## src/crg_cfg.svh

```systemverilog
// timing, register and field constants for the cpu reset and init generator
`ifndef CRG_CFG_SVH
`define CRG_CFG_SVH
`define CRG_CLK_HZ          25000000
`define CRG_HOLD_US         1000
`define CRG_HOLD_CYC        ((`CRG_CLK_HZ / 1000000) * `CRG_HOLD_US)
`define CRG_CFG_EXTRA_CYC   2
`define CRG_INIT_CYC        4
`define CRG_CNT_W           16
`define CRG_INIT_W          3
`define CRG_REG_OFS         8'h93
`define CRG_REG_RST         8'h00
`define CRG_BIT_SOFT        1
`define CRG_BIT_GO          2
`define CRG_BIT_BIST        3
`define CRG_IOQ_NORMAL      1'b0
`endif

```

## src/crg_pkg.sv

```systemverilog
// types shared by the cpu reset and init generator
package crg_pkg;
  typedef struct packed {
    logic ecc_error_strap_pin;
    logic check_bit0_strap_pin;
    logic mem_cke_strap_pin;
  } crg_straps_t;

  typedef struct packed {
    logic       wr;
    logic [7:0] addr;
    logic [7:0] wdata;
  } crg_cfg_wr_t;

  typedef enum logic [2:0] {
    CRG_ST_RESET = 3'b001,
    CRG_ST_HOLD  = 3'b010,
    CRG_ST_RUN   = 3'b100
  } crg_state_t;
endpackage : crg_pkg

```

## src/crg_reset_gen.sv

```systemverilog
// cpu reset, configuration reset, strap capture and processor init generator
//
// What this block does
// - while system reset input is low, assert processor and configuration reset outputs.
// - hold processor reset 1 ms after system reset input rises.
// - hold configuration reset 1 ms plus two host clocks after the rise.
// - processor reset assertion is synchronous to the host clock.
// - capture ecc error, check bit 0 and cke straps at reset release.
// - on shutdown cycle, complete with no-data response, then init for 4+ clocks.
// - register 93h bit3 clear, bit1 set, bit2 rising write pulses init 4+ clocks.
// - self test mode forces in-order queue depth of one.
// - host logic runs from the externally supplied host clock.
`timescale 1ns/1ps
`include "crg_cfg.svh"
module crg_reset_gen
  import crg_pkg::*;
(
  input  wire logic                 i_clk,
  input  wire logic                 i_rst_n,
  input  wire logic                 i_system_reset_in_n,
  input  wire crg_pkg::crg_straps_t i_straps,
  input  wire crg_pkg::crg_cfg_wr_t i_cfg_wr,
  input  wire logic                 i_shutdown_cycle,
  output logic                      o_processor_reset_out_n,
  output logic                      o_config_reset_out_n,
  output logic                      o_no_data_response,
  output logic                      o_init_n,
  output logic                      o_bist_req,
  output logic                      o_in_order_queue_depth_one,
  output crg_pkg::crg_straps_t      o_straps,
  output logic [7:0]                o_cpu_reset_control
);
  import crg_pkg::*;

  // ----------------------------------------
  // reset sequencer
  // ----------------------------------------
  localparam logic [`CRG_CNT_W-1:0] HOLD_CNT = `CRG_CNT_W'(`CRG_HOLD_CYC);
  localparam logic [`CRG_CNT_W-1:0] CFG_CNT  = `CRG_CNT_W'(`CRG_HOLD_CYC + `CRG_CFG_EXTRA_CYC);

  crg_state_t            state;
  crg_state_t            next_state;
  logic [`CRG_CNT_W-1:0] cnt;
  logic [`CRG_CNT_W-1:0] next_cnt;
  logic                  cpu_rst_n;
  logic                  next_cpu_rst_n;
  logic                  cfg_rst_n;
  logic                  next_cfg_rst_n;
  crg_straps_t           straps;
  crg_straps_t           next_straps;
  logic                  sys_d;

  always_comb
  begin
    next_state     = state;
    next_cnt       = cnt;
    next_cpu_rst_n = cpu_rst_n;
    next_cfg_rst_n = cfg_rst_n;
    next_straps    = straps;
    case (state)
      CRG_ST_RESET:
      begin
        next_cpu_rst_n = 1'b0;
        next_cfg_rst_n = 1'b0;
        next_cnt       = '0;
        if (i_system_reset_in_n && !sys_d)
        begin
          next_straps = i_straps;
          next_state  = CRG_ST_HOLD;
        end
      end
      CRG_ST_HOLD:
      begin
        next_cnt = cnt + `CRG_CNT_W'(1);
        if (next_cnt >= HOLD_CNT)
          next_cpu_rst_n = 1'b1;
        if (next_cnt >= CFG_CNT)
        begin
          next_cfg_rst_n = 1'b1;
          next_state     = CRG_ST_RUN;
        end
      end
      CRG_ST_RUN:
        next_state = CRG_ST_RUN;
      default:
        next_state = CRG_ST_RESET;
    endcase
    if (!i_system_reset_in_n)
    begin
      next_state     = CRG_ST_RESET;
      next_cpu_rst_n = 1'b0;
      next_cfg_rst_n = 1'b0;
      next_cnt       = '0;
    end
  end

  // registered on the host clock so assertion is clock synchronous
  always_ff @(posedge i_clk or negedge i_rst_n)
  begin
    if (!i_rst_n)
    begin
      state     <= CRG_ST_RESET;
      cnt       <= '0;
      cpu_rst_n <= 1'b0;
      cfg_rst_n <= 1'b0;
      straps    <= '0;
      sys_d     <= 1'b0;
    end
    else
    begin
      state     <= next_state;
      cnt       <= next_cnt;
      cpu_rst_n <= next_cpu_rst_n;
      cfg_rst_n <= next_cfg_rst_n;
      straps    <= next_straps;
      sys_d     <= i_system_reset_in_n;
    end
  end

  // ----------------------------------------
  // reset control register and init pulse
  // ----------------------------------------
  logic [7:0]             ctl;
  logic [7:0]             next_ctl;
  logic [`CRG_INIT_W-1:0] icnt;
  logic [`CRG_INIT_W-1:0] next_icnt;
  logic                   nodata;
  logic                   next_nodata;
  logic                   sd_pend;
  logic                   next_sd_pend;
  logic                   wr_hit;

  assign wr_hit = i_cfg_wr.wr && (i_cfg_wr.addr == `CRG_REG_OFS);

  always_comb
  begin
    next_ctl     = ctl;
    next_icnt    = icnt;
    next_nodata  = 1'b0;
    next_sd_pend = sd_pend;
    if (icnt != '0)
      next_icnt = icnt - `CRG_INIT_W'(1);
    if (wr_hit)
    begin
      next_ctl = i_cfg_wr.wdata;
      if (!i_cfg_wr.wdata[`CRG_BIT_BIST] && i_cfg_wr.wdata[`CRG_BIT_SOFT]
          && i_cfg_wr.wdata[`CRG_BIT_GO] && !ctl[`CRG_BIT_GO])
        next_icnt = `CRG_INIT_W'(`CRG_INIT_CYC);
    end
    // the pending clear comes first so a back-to-back shutdown is not lost
    if (sd_pend)
    begin
      next_icnt    = `CRG_INIT_W'(`CRG_INIT_CYC);
      next_sd_pend = 1'b0;
    end
    if (i_shutdown_cycle)
    begin
      next_nodata  = 1'b1;
      next_sd_pend = 1'b1;
    end
    if (state != CRG_ST_RUN)
    begin
      next_ctl     = `CRG_REG_RST;
      next_icnt    = '0;
      next_sd_pend = 1'b0;
    end
  end

  always_ff @(posedge i_clk or negedge i_rst_n)
  begin
    if (!i_rst_n)
    begin
      ctl     <= `CRG_REG_RST;
      icnt    <= '0;
      nodata  <= 1'b0;
      sd_pend <= 1'b0;
    end
    else
    begin
      ctl     <= next_ctl;
      icnt    <= next_icnt;
      nodata  <= next_nodata;
      sd_pend <= next_sd_pend;
    end
  end

  // ----------------------------------------
  // outputs
  // ----------------------------------------
  logic init_n_q;
  logic bist_q;
  logic ioq_q;

  always_ff @(posedge i_clk or negedge i_rst_n)
  begin
    if (!i_rst_n)
    begin
      init_n_q <= 1'b1;
      bist_q   <= 1'b0;
      ioq_q    <= `CRG_IOQ_NORMAL;
    end
    else
    begin
      init_n_q <= (next_icnt == '0);
      bist_q   <= next_ctl[`CRG_BIT_BIST];
      ioq_q    <= next_ctl[`CRG_BIT_BIST];
    end
  end

  assign o_processor_reset_out_n    = cpu_rst_n;
  assign o_config_reset_out_n       = cfg_rst_n;
  assign o_no_data_response         = nodata;
  assign o_init_n                   = init_n_q;
  assign o_bist_req                 = bist_q;
  assign o_in_order_queue_depth_one = ioq_q;
  assign o_straps                   = straps;
  assign o_cpu_reset_control        = ctl;
endmodule : crg_reset_gen

```

## config.mk

```make
export PLATFORM = sky130hd
export DESIGN_NAME = crg_reset_gen
export DESIGN_NICKNAME = d
export VERILOG_FILES = /design/src/crg_pkg.sv /design/src/crg_reset_gen.sv
export VERILOG_INCLUDE_DIRS = /design/src /design/src/src
export SDC_FILE = /design/constraint.sdc
export NUM_CORES = 1
export LEC_CHECK = 0
export BUFFER_PORTS_ARGS = -buffer_cell sky130_fd_sc_hd__buf_2
export CAP_MARGIN = 20
export CELL_PAD_IN_SITES_DETAIL_PLACEMENT = 0
export CELL_PAD_IN_SITES_GLOBAL_PLACEMENT = 1
export CORE_MARGIN = 2
export CORE_UTILIZATION = 39
export CTS_CLUSTER_DIAMETER = 80
export DETAILED_ROUTE_END_ITERATION = 12
export GPL_TIMING_DRIVEN = 0
export MAX_ROUTING_LAYER = met4
export PLACE_DENSITY_LB_ADDON = 0.1
export RECOVER_POWER = 50
export SLEW_MARGIN = 10
export SYNTH_ARGS = -nofsm -noshare
export SYNTH_HDL_FRONTEND = slang
export SYNTH_SLANG_ARGS = --single-unit
export TNS_END_PERCENT = 20
```

## constraint.sdc

```tcl
create_clock -name i_clk -period 1.8 [get_ports i_clk]
set_input_delay 0.09 -clock i_clk [delete_from_list [all_inputs] [get_ports i_clk]]
set_output_delay 0.09 -clock i_clk [all_outputs]
set_load 0.01 [all_outputs]
```

## Word level (Yosys, flattened, before mapping)

Cells that the tools add are included.

- Register bits: 39
- Output and inout port bits: 17
- Logic and storage cells: 63

- Equal/unequal tests: 9
- Multiplexer cells: 21
- Reduce and logical (&&, ||, !) cells: 15
- $add $sub $neg: 2
- Magnitude comparators: 2

Operators by type and width:

| cell | count |
|---|---|
| $ge 16x15->1 const B | 2 |
| $pmux 16 s2 | 1 |
| $mux 3 | 8 |
| $add 16x1->16 const B | 1 |
| $mux 16 | 1 |
| $mux 8 | 2 |
| $ne 3x3->1 const B | 4 |
| $pmux 3 s3 | 1 |
| $eq 8x8->1 const B | 1 |
| $reduce_and 2->1 | 4 |
| $mux 1 | 6 |
| $logic_and 1x1->1 | 5 |
| $pmux 1 s2 | 2 |
| $eq 3x1->1 const B | 1 |
| $eq 3x2->1 const B | 1 |
| $eq 3x3->1 const B | 1 |
| $logic_not 1->1 | 3 |
| $logic_not 3->1 | 1 |
| $ne 3x1->1 const B | 1 |
| $reduce_bool 3->1 | 1 |
| $sub 3x1->3 const B | 1 |
| $reduce_bool 2->1 | 1 |

## Depth between registers and ports, before layout

- Depth after elaboration: 9
- Gate-level depth with buffers: 8
- Depth with buffers taken out: 7

## Worst setup path before layout

No wires, ideal clock.

- Path type: reg2reg
- Start: reg cnt[0]
- End: reg state[1]
- Slack: -60 ps
- Buffers on the path: 0
- Cell stages (with the launch flop): 8
- Arrival time: 1,794 ps
- Period minus slack after synthesis: 1,860 ps
- Data required time: 1,734 ps
- Path through: dfrtp_1 -> ha_1 -> nand3_2 -> nor4_2 -> xnor2_1 -> o211ai_2 -> a211o_1 -> nand3_2

- Longest elaborated chain between the ends: 4

RTL lines:

| what | line | RTL |
|---|---|---|
| from (decl) | crg_reset_gen.sv:43 | `` logic [`CRG_CNT_W-1:0] cnt; `` |
| from (signal assigned) | crg_reset_gen.sv:112 | `cnt <= next_cnt;` |
| $add 16x1->16 | crg_reset_gen.sv:74 | `` next_cnt = cnt + `CRG_CNT_W'(1); `` |
| $ge 16x15->1 | crg_reset_gen.sv:77 | `if (next_cnt >= CFG_CNT)` |
| $ne 3x3->1 (no line) | n/a |  |
| $reduce_and 2->1 (no line) | n/a |  |
| to (signal assigned) | crg_reset_gen.sv:111 | `state <= next_state;` |
| to (decl) | crg_reset_gen.sv:41 | `crg_state_t state;` |

No other way between the ends.
A chain may end at the register's enable or synchronous reset.

## Final worst setup path

- Start: reg cnt[1]
- End: reg state[2]

Same word-level chain as after synthesis.

==> metrics.md <==
| Metric | Value |
|---|---|
| Cell area after layout | 3128 sq um |
| Final ANT Viol Nets | 0 |
| TritonCTS clock tree | yes |
| Cell depth of the worst hold path | 2 |
| Clock power frac | 41.8% |
| Startpoint types | register |
| Yosys cell types | 57 |
| Post-placement cell count | 365 |
| Drt pass-1 iters | 4 |
| Final HPWL DP | 3.897 mm |
| Crit path kind | reg2reg |
| Htree depth | 2 |
| Core Util, Final | 52.83% |
| Syn. warnings | 0 |
| Clock root buffer | clkbuf_8 |
| Post-Route WL | 5.925 mm |
| Gate count of the mapped netlist | 250 |
| Total gr overflow | 0 |
| R2R depth | 7 |
| Async SR Flop Fraction | 100.0% |
| Initial antenna violation count | 0 |
| Layout Cells excl Fill | 394 |
| FF-to-FF End | state[2]$_DFFE_PN0P_ |
| Worst-path clk slew | 80 ps |
| Worst Hold Endpoint | o_straps[2]$_DFFE_PN0P_ |
| CP peak stage delay | 460 ps |
| Area post-placement | 2683 sq um |
| Hold_sp | i_straps[2] |
| Failing checks | setup timing |
| Max FO, Critical Path | 5 |
| Core ar. | 5921 sq um |
| Slew of the pin with the lowest slew margin | 1000 ps |
| Main area contributors after synthesis | dfrtp_1 39%, o21ai_0 5.5%, mux2i_1 4.6%, nor2_1 4.3%, nand2_1 4.1% |
| CP max-delay cell | dfrtp_2 |
| Sequential share of power | 50.3% |
| P_leak | 1.418 nW |
| Die X | 82.08 microns |
| Largest net degree at the start of global routing | 40 |
| # setup viols final | 4 |
| Post-synthesis register bit count | 39 |
| Initial Util | 40.15% |
| # rows | 28 |
| Critical R2R Launch | cnt[1]$_DFFE_PN0P_ |
| CTS max path bufs | 2 |
| I/O Pins | 41 |
| PwrDens | 582.3 nW/um^2 |
| GPL Wtd Cong | 0.7898 |
| Worst R2R Setup Slack | -50 ps |
| CTS sink cnt | 39 |
| Worst EP required | 1990 ps |
| Critical Path AT | 2050 ps |
| Net Sw Frac | 22.51% |
| Outcome | complete, but fails checks |
| Final cycle utilization of the critical path | 102.9% |
| Area leader, netlist | dfrtp_1 |
| Synth Flop Type | dfrtp_1 |
| Max VDD drop | 0.2666 mV |
| Top-area cell type share of the netlist area | 38.95% |
| # port buffers | 40 |
| Via-to-Cell Ratio | 5.284 |
| Pre-CTS WS | -225.4 ps |
| Number of buffers created by CTS | 5 |
| Area grow syn2layout | 31.58% |
| TNS Setup | -137.5 ps |
| Cell Chain, Critical Path | ha_4 > a311o_2 > o21ai_1 > nand4_1 > o22ai_2 > a21oi_2 > o31ai_1 |
| Final net count | 347 |
| Setup ws final | -51.54 ps |
| Hold Crit Class | in2reg |
| Fmax | 540.1 MHz |
| Height of the die | 82.08 microns |
| Die area | 6736 sq um |
| N_diodes | 0 |
| Synthesized Nets | 279 |
| Total Routing Usage GR | 19.49% |
| 1st-iter DRT viols | 71 |
| EDFF count, synth | 0 |
| Slew Viols, Final | 0 |
| Setup crit end kind | register |
| Switch Pwr | 410.1 uW |
| Commonest cells after routing, fill and taps aside | 32 x dfrtp_1, 25 x nor2_1, 25 x nand2_1 |
| Total number of vias | 2082 |
| First-pass GRT wire length | 9.673 mm |
| Slew headroom | 33.32% |
| DRC | 0 |
| Vias in the first global route | 1949 |
| Worst-Skew Late Latency | 290 ps |
| Commonest non-fill, non-tap cell in the layout | dfrtp_1 |
| Layout cells sized above 1 | 33.23% |
| Fin crit period | 1852 ps |
| Unrepaired setup endpoints after global routing | yes |
| Fin Clk Skew | 6.330 ps |
| Final hold viol count | 0 |
| Fill cell count | 574 |
| Synth Area per Inst | 9.509 sq um |
| Combinational power share | 7.9% |
| Pint | 1.411 mW |
| Cell Area, Synth | 2377 sq um |
| Sequential area share after synthesis | 41.16% |
| Max-Cap Viols | 0 |
| Drt wl/cell | 15.04 microns |
==> sequential cells by signal (all words and copies together), names as in the netlist <==
| signal | count |
|---|---|
| o_straps | 3 |
| cnt | 16 |
| o_init_n | 1 |
| sys_d | 1 |
| sd_pend | 1 |
| o_in_order_queue_depth_one | 1 |
| o_processor_reset_out_n | 1 |
| o_cpu_reset_control | 7 |
| state | 3 |
| o_no_data_response | 1 |
| o_config_reset_out_n | 1 |
| icnt | 3 |
==> worst max path at each step <==
stage                       start                                  end  slack [ps]  depth (start not counted)
3_5_place_dp   cnt[0]$_DFFE_PN0P_  o_processor_reset_out_n$_DFFE_PN0P_        -230                          8
4_1_cts        cnt[0]$_DFFE_PN0P_                 state[2]$_DFFE_PN0P_         -30                          7
5_1_grt        cnt[2]$_DFFE_PN0P_  o_processor_reset_out_n$_DFFE_PN0P_        -150                          7
2_1_floorplan  cnt[0]$_DFFE_PN0P_                 state[1]$_DFFE_PN0P_          20                          8
3_3_place_gp   cnt[0]$_DFFE_PN0P_  o_processor_reset_out_n$_DFFE_PN0P_        -270                          6
6_report       cnt[1]$_DFFE_PN0P_                 state[2]$_DFFE_PN0P_         -50                          7
==> per-layer routing <==
metal  track usage [%]  part of all wire (%)  vias to the layer above
met5                 -                     0                        -
met4             5.667                   1.9                        0
met3             3.626                   3.8                       10
met2             32.20                    50                       46
met1             24.38                    45                      996
li1                  -                     -                     1030
==> cells in the mapped netlist (all sizes together) (3+ instances only) <==
cell type,count
and2,3
nor2,27
o21ai,26
mux2i,11
clkbuf,8
nor4,4
ha,5
dfrtp,37
xnor2,5
nand4,5
nor3,7
and3,5
a22o,3
o31ai,6
buf,9
nand2,26
nand3,12
a21oi,6
nor2b,3
mux2,3
inv,5
==> area by class of cell <==
class	instances	area, sq um	share of cell area (%)
clock inverter	2	35.03	1.120
buffer	15	136.4	4.360
sequential	39	984.7	31.48
tap	75	93.84	3.000
timing repair buffer	63	372.9	11.92
multi-input combinational	189	1404	44.88
inverter	5	18.77	0.6000
clock buffer	6	82.58	2.640
==> stage by stage <==
stage          hold WS, ps  total power [mW]
6_report             34.04             1.821
4_1_cts              27.33             1.858
5_1_grt              25.12             1.913
2_1_floorplan       -205.6            0.9967
3_3_place_gp         213.9             1.075
3_5_place_dp         216.9             1.077
==> worst max-delay path, delay by kind of cell, from the launching register on <==
family	cells	cell delay, ps
AO/OA/AOI/OAI	5	900
adder cells (fa/ha/maj)	1	200
flip-flops	1	460
AND/OR/NAND/NOR	1	190
==> repair_timing <==
action / 4_1_cts / 5_1_grt
pin swaps: 15 / 10
hold buffers: 3 / 0
setup endpoints to repair: 13 / 9
setup buffers: 10 / 10
resized for setup: 31 / 11
hold endpoints to repair: 39 / 0
==> kinds of logic after synthesis <==
kind of cell | after synthesis | synth area share [%]
simple gates | 103 | 24.37
mux | 14 | 6.053
flops | 39 | 41.16
compound gates | 60 | 16.79
xor+xnor | 7 | 2.579
fa+ha+maj | 5 | 2.632
buf+inv | 22 | 6.421
==> power by group through the flow <==
stage / clock (mW) / sequential (mW) / combinational, mW
detailed placement: 0 / 0.934 / 0.143
finish: 0.761 / 0.916 / 0.144
CTS: 0.789 / 0.916 / 0.153
global placement: 0 / 0.933 / 0.142
floorplan: 0 / 0.941 / 0.0561
global route: 0.828 / 0.922 / 0.163
(Power assumes the default switching activity.)
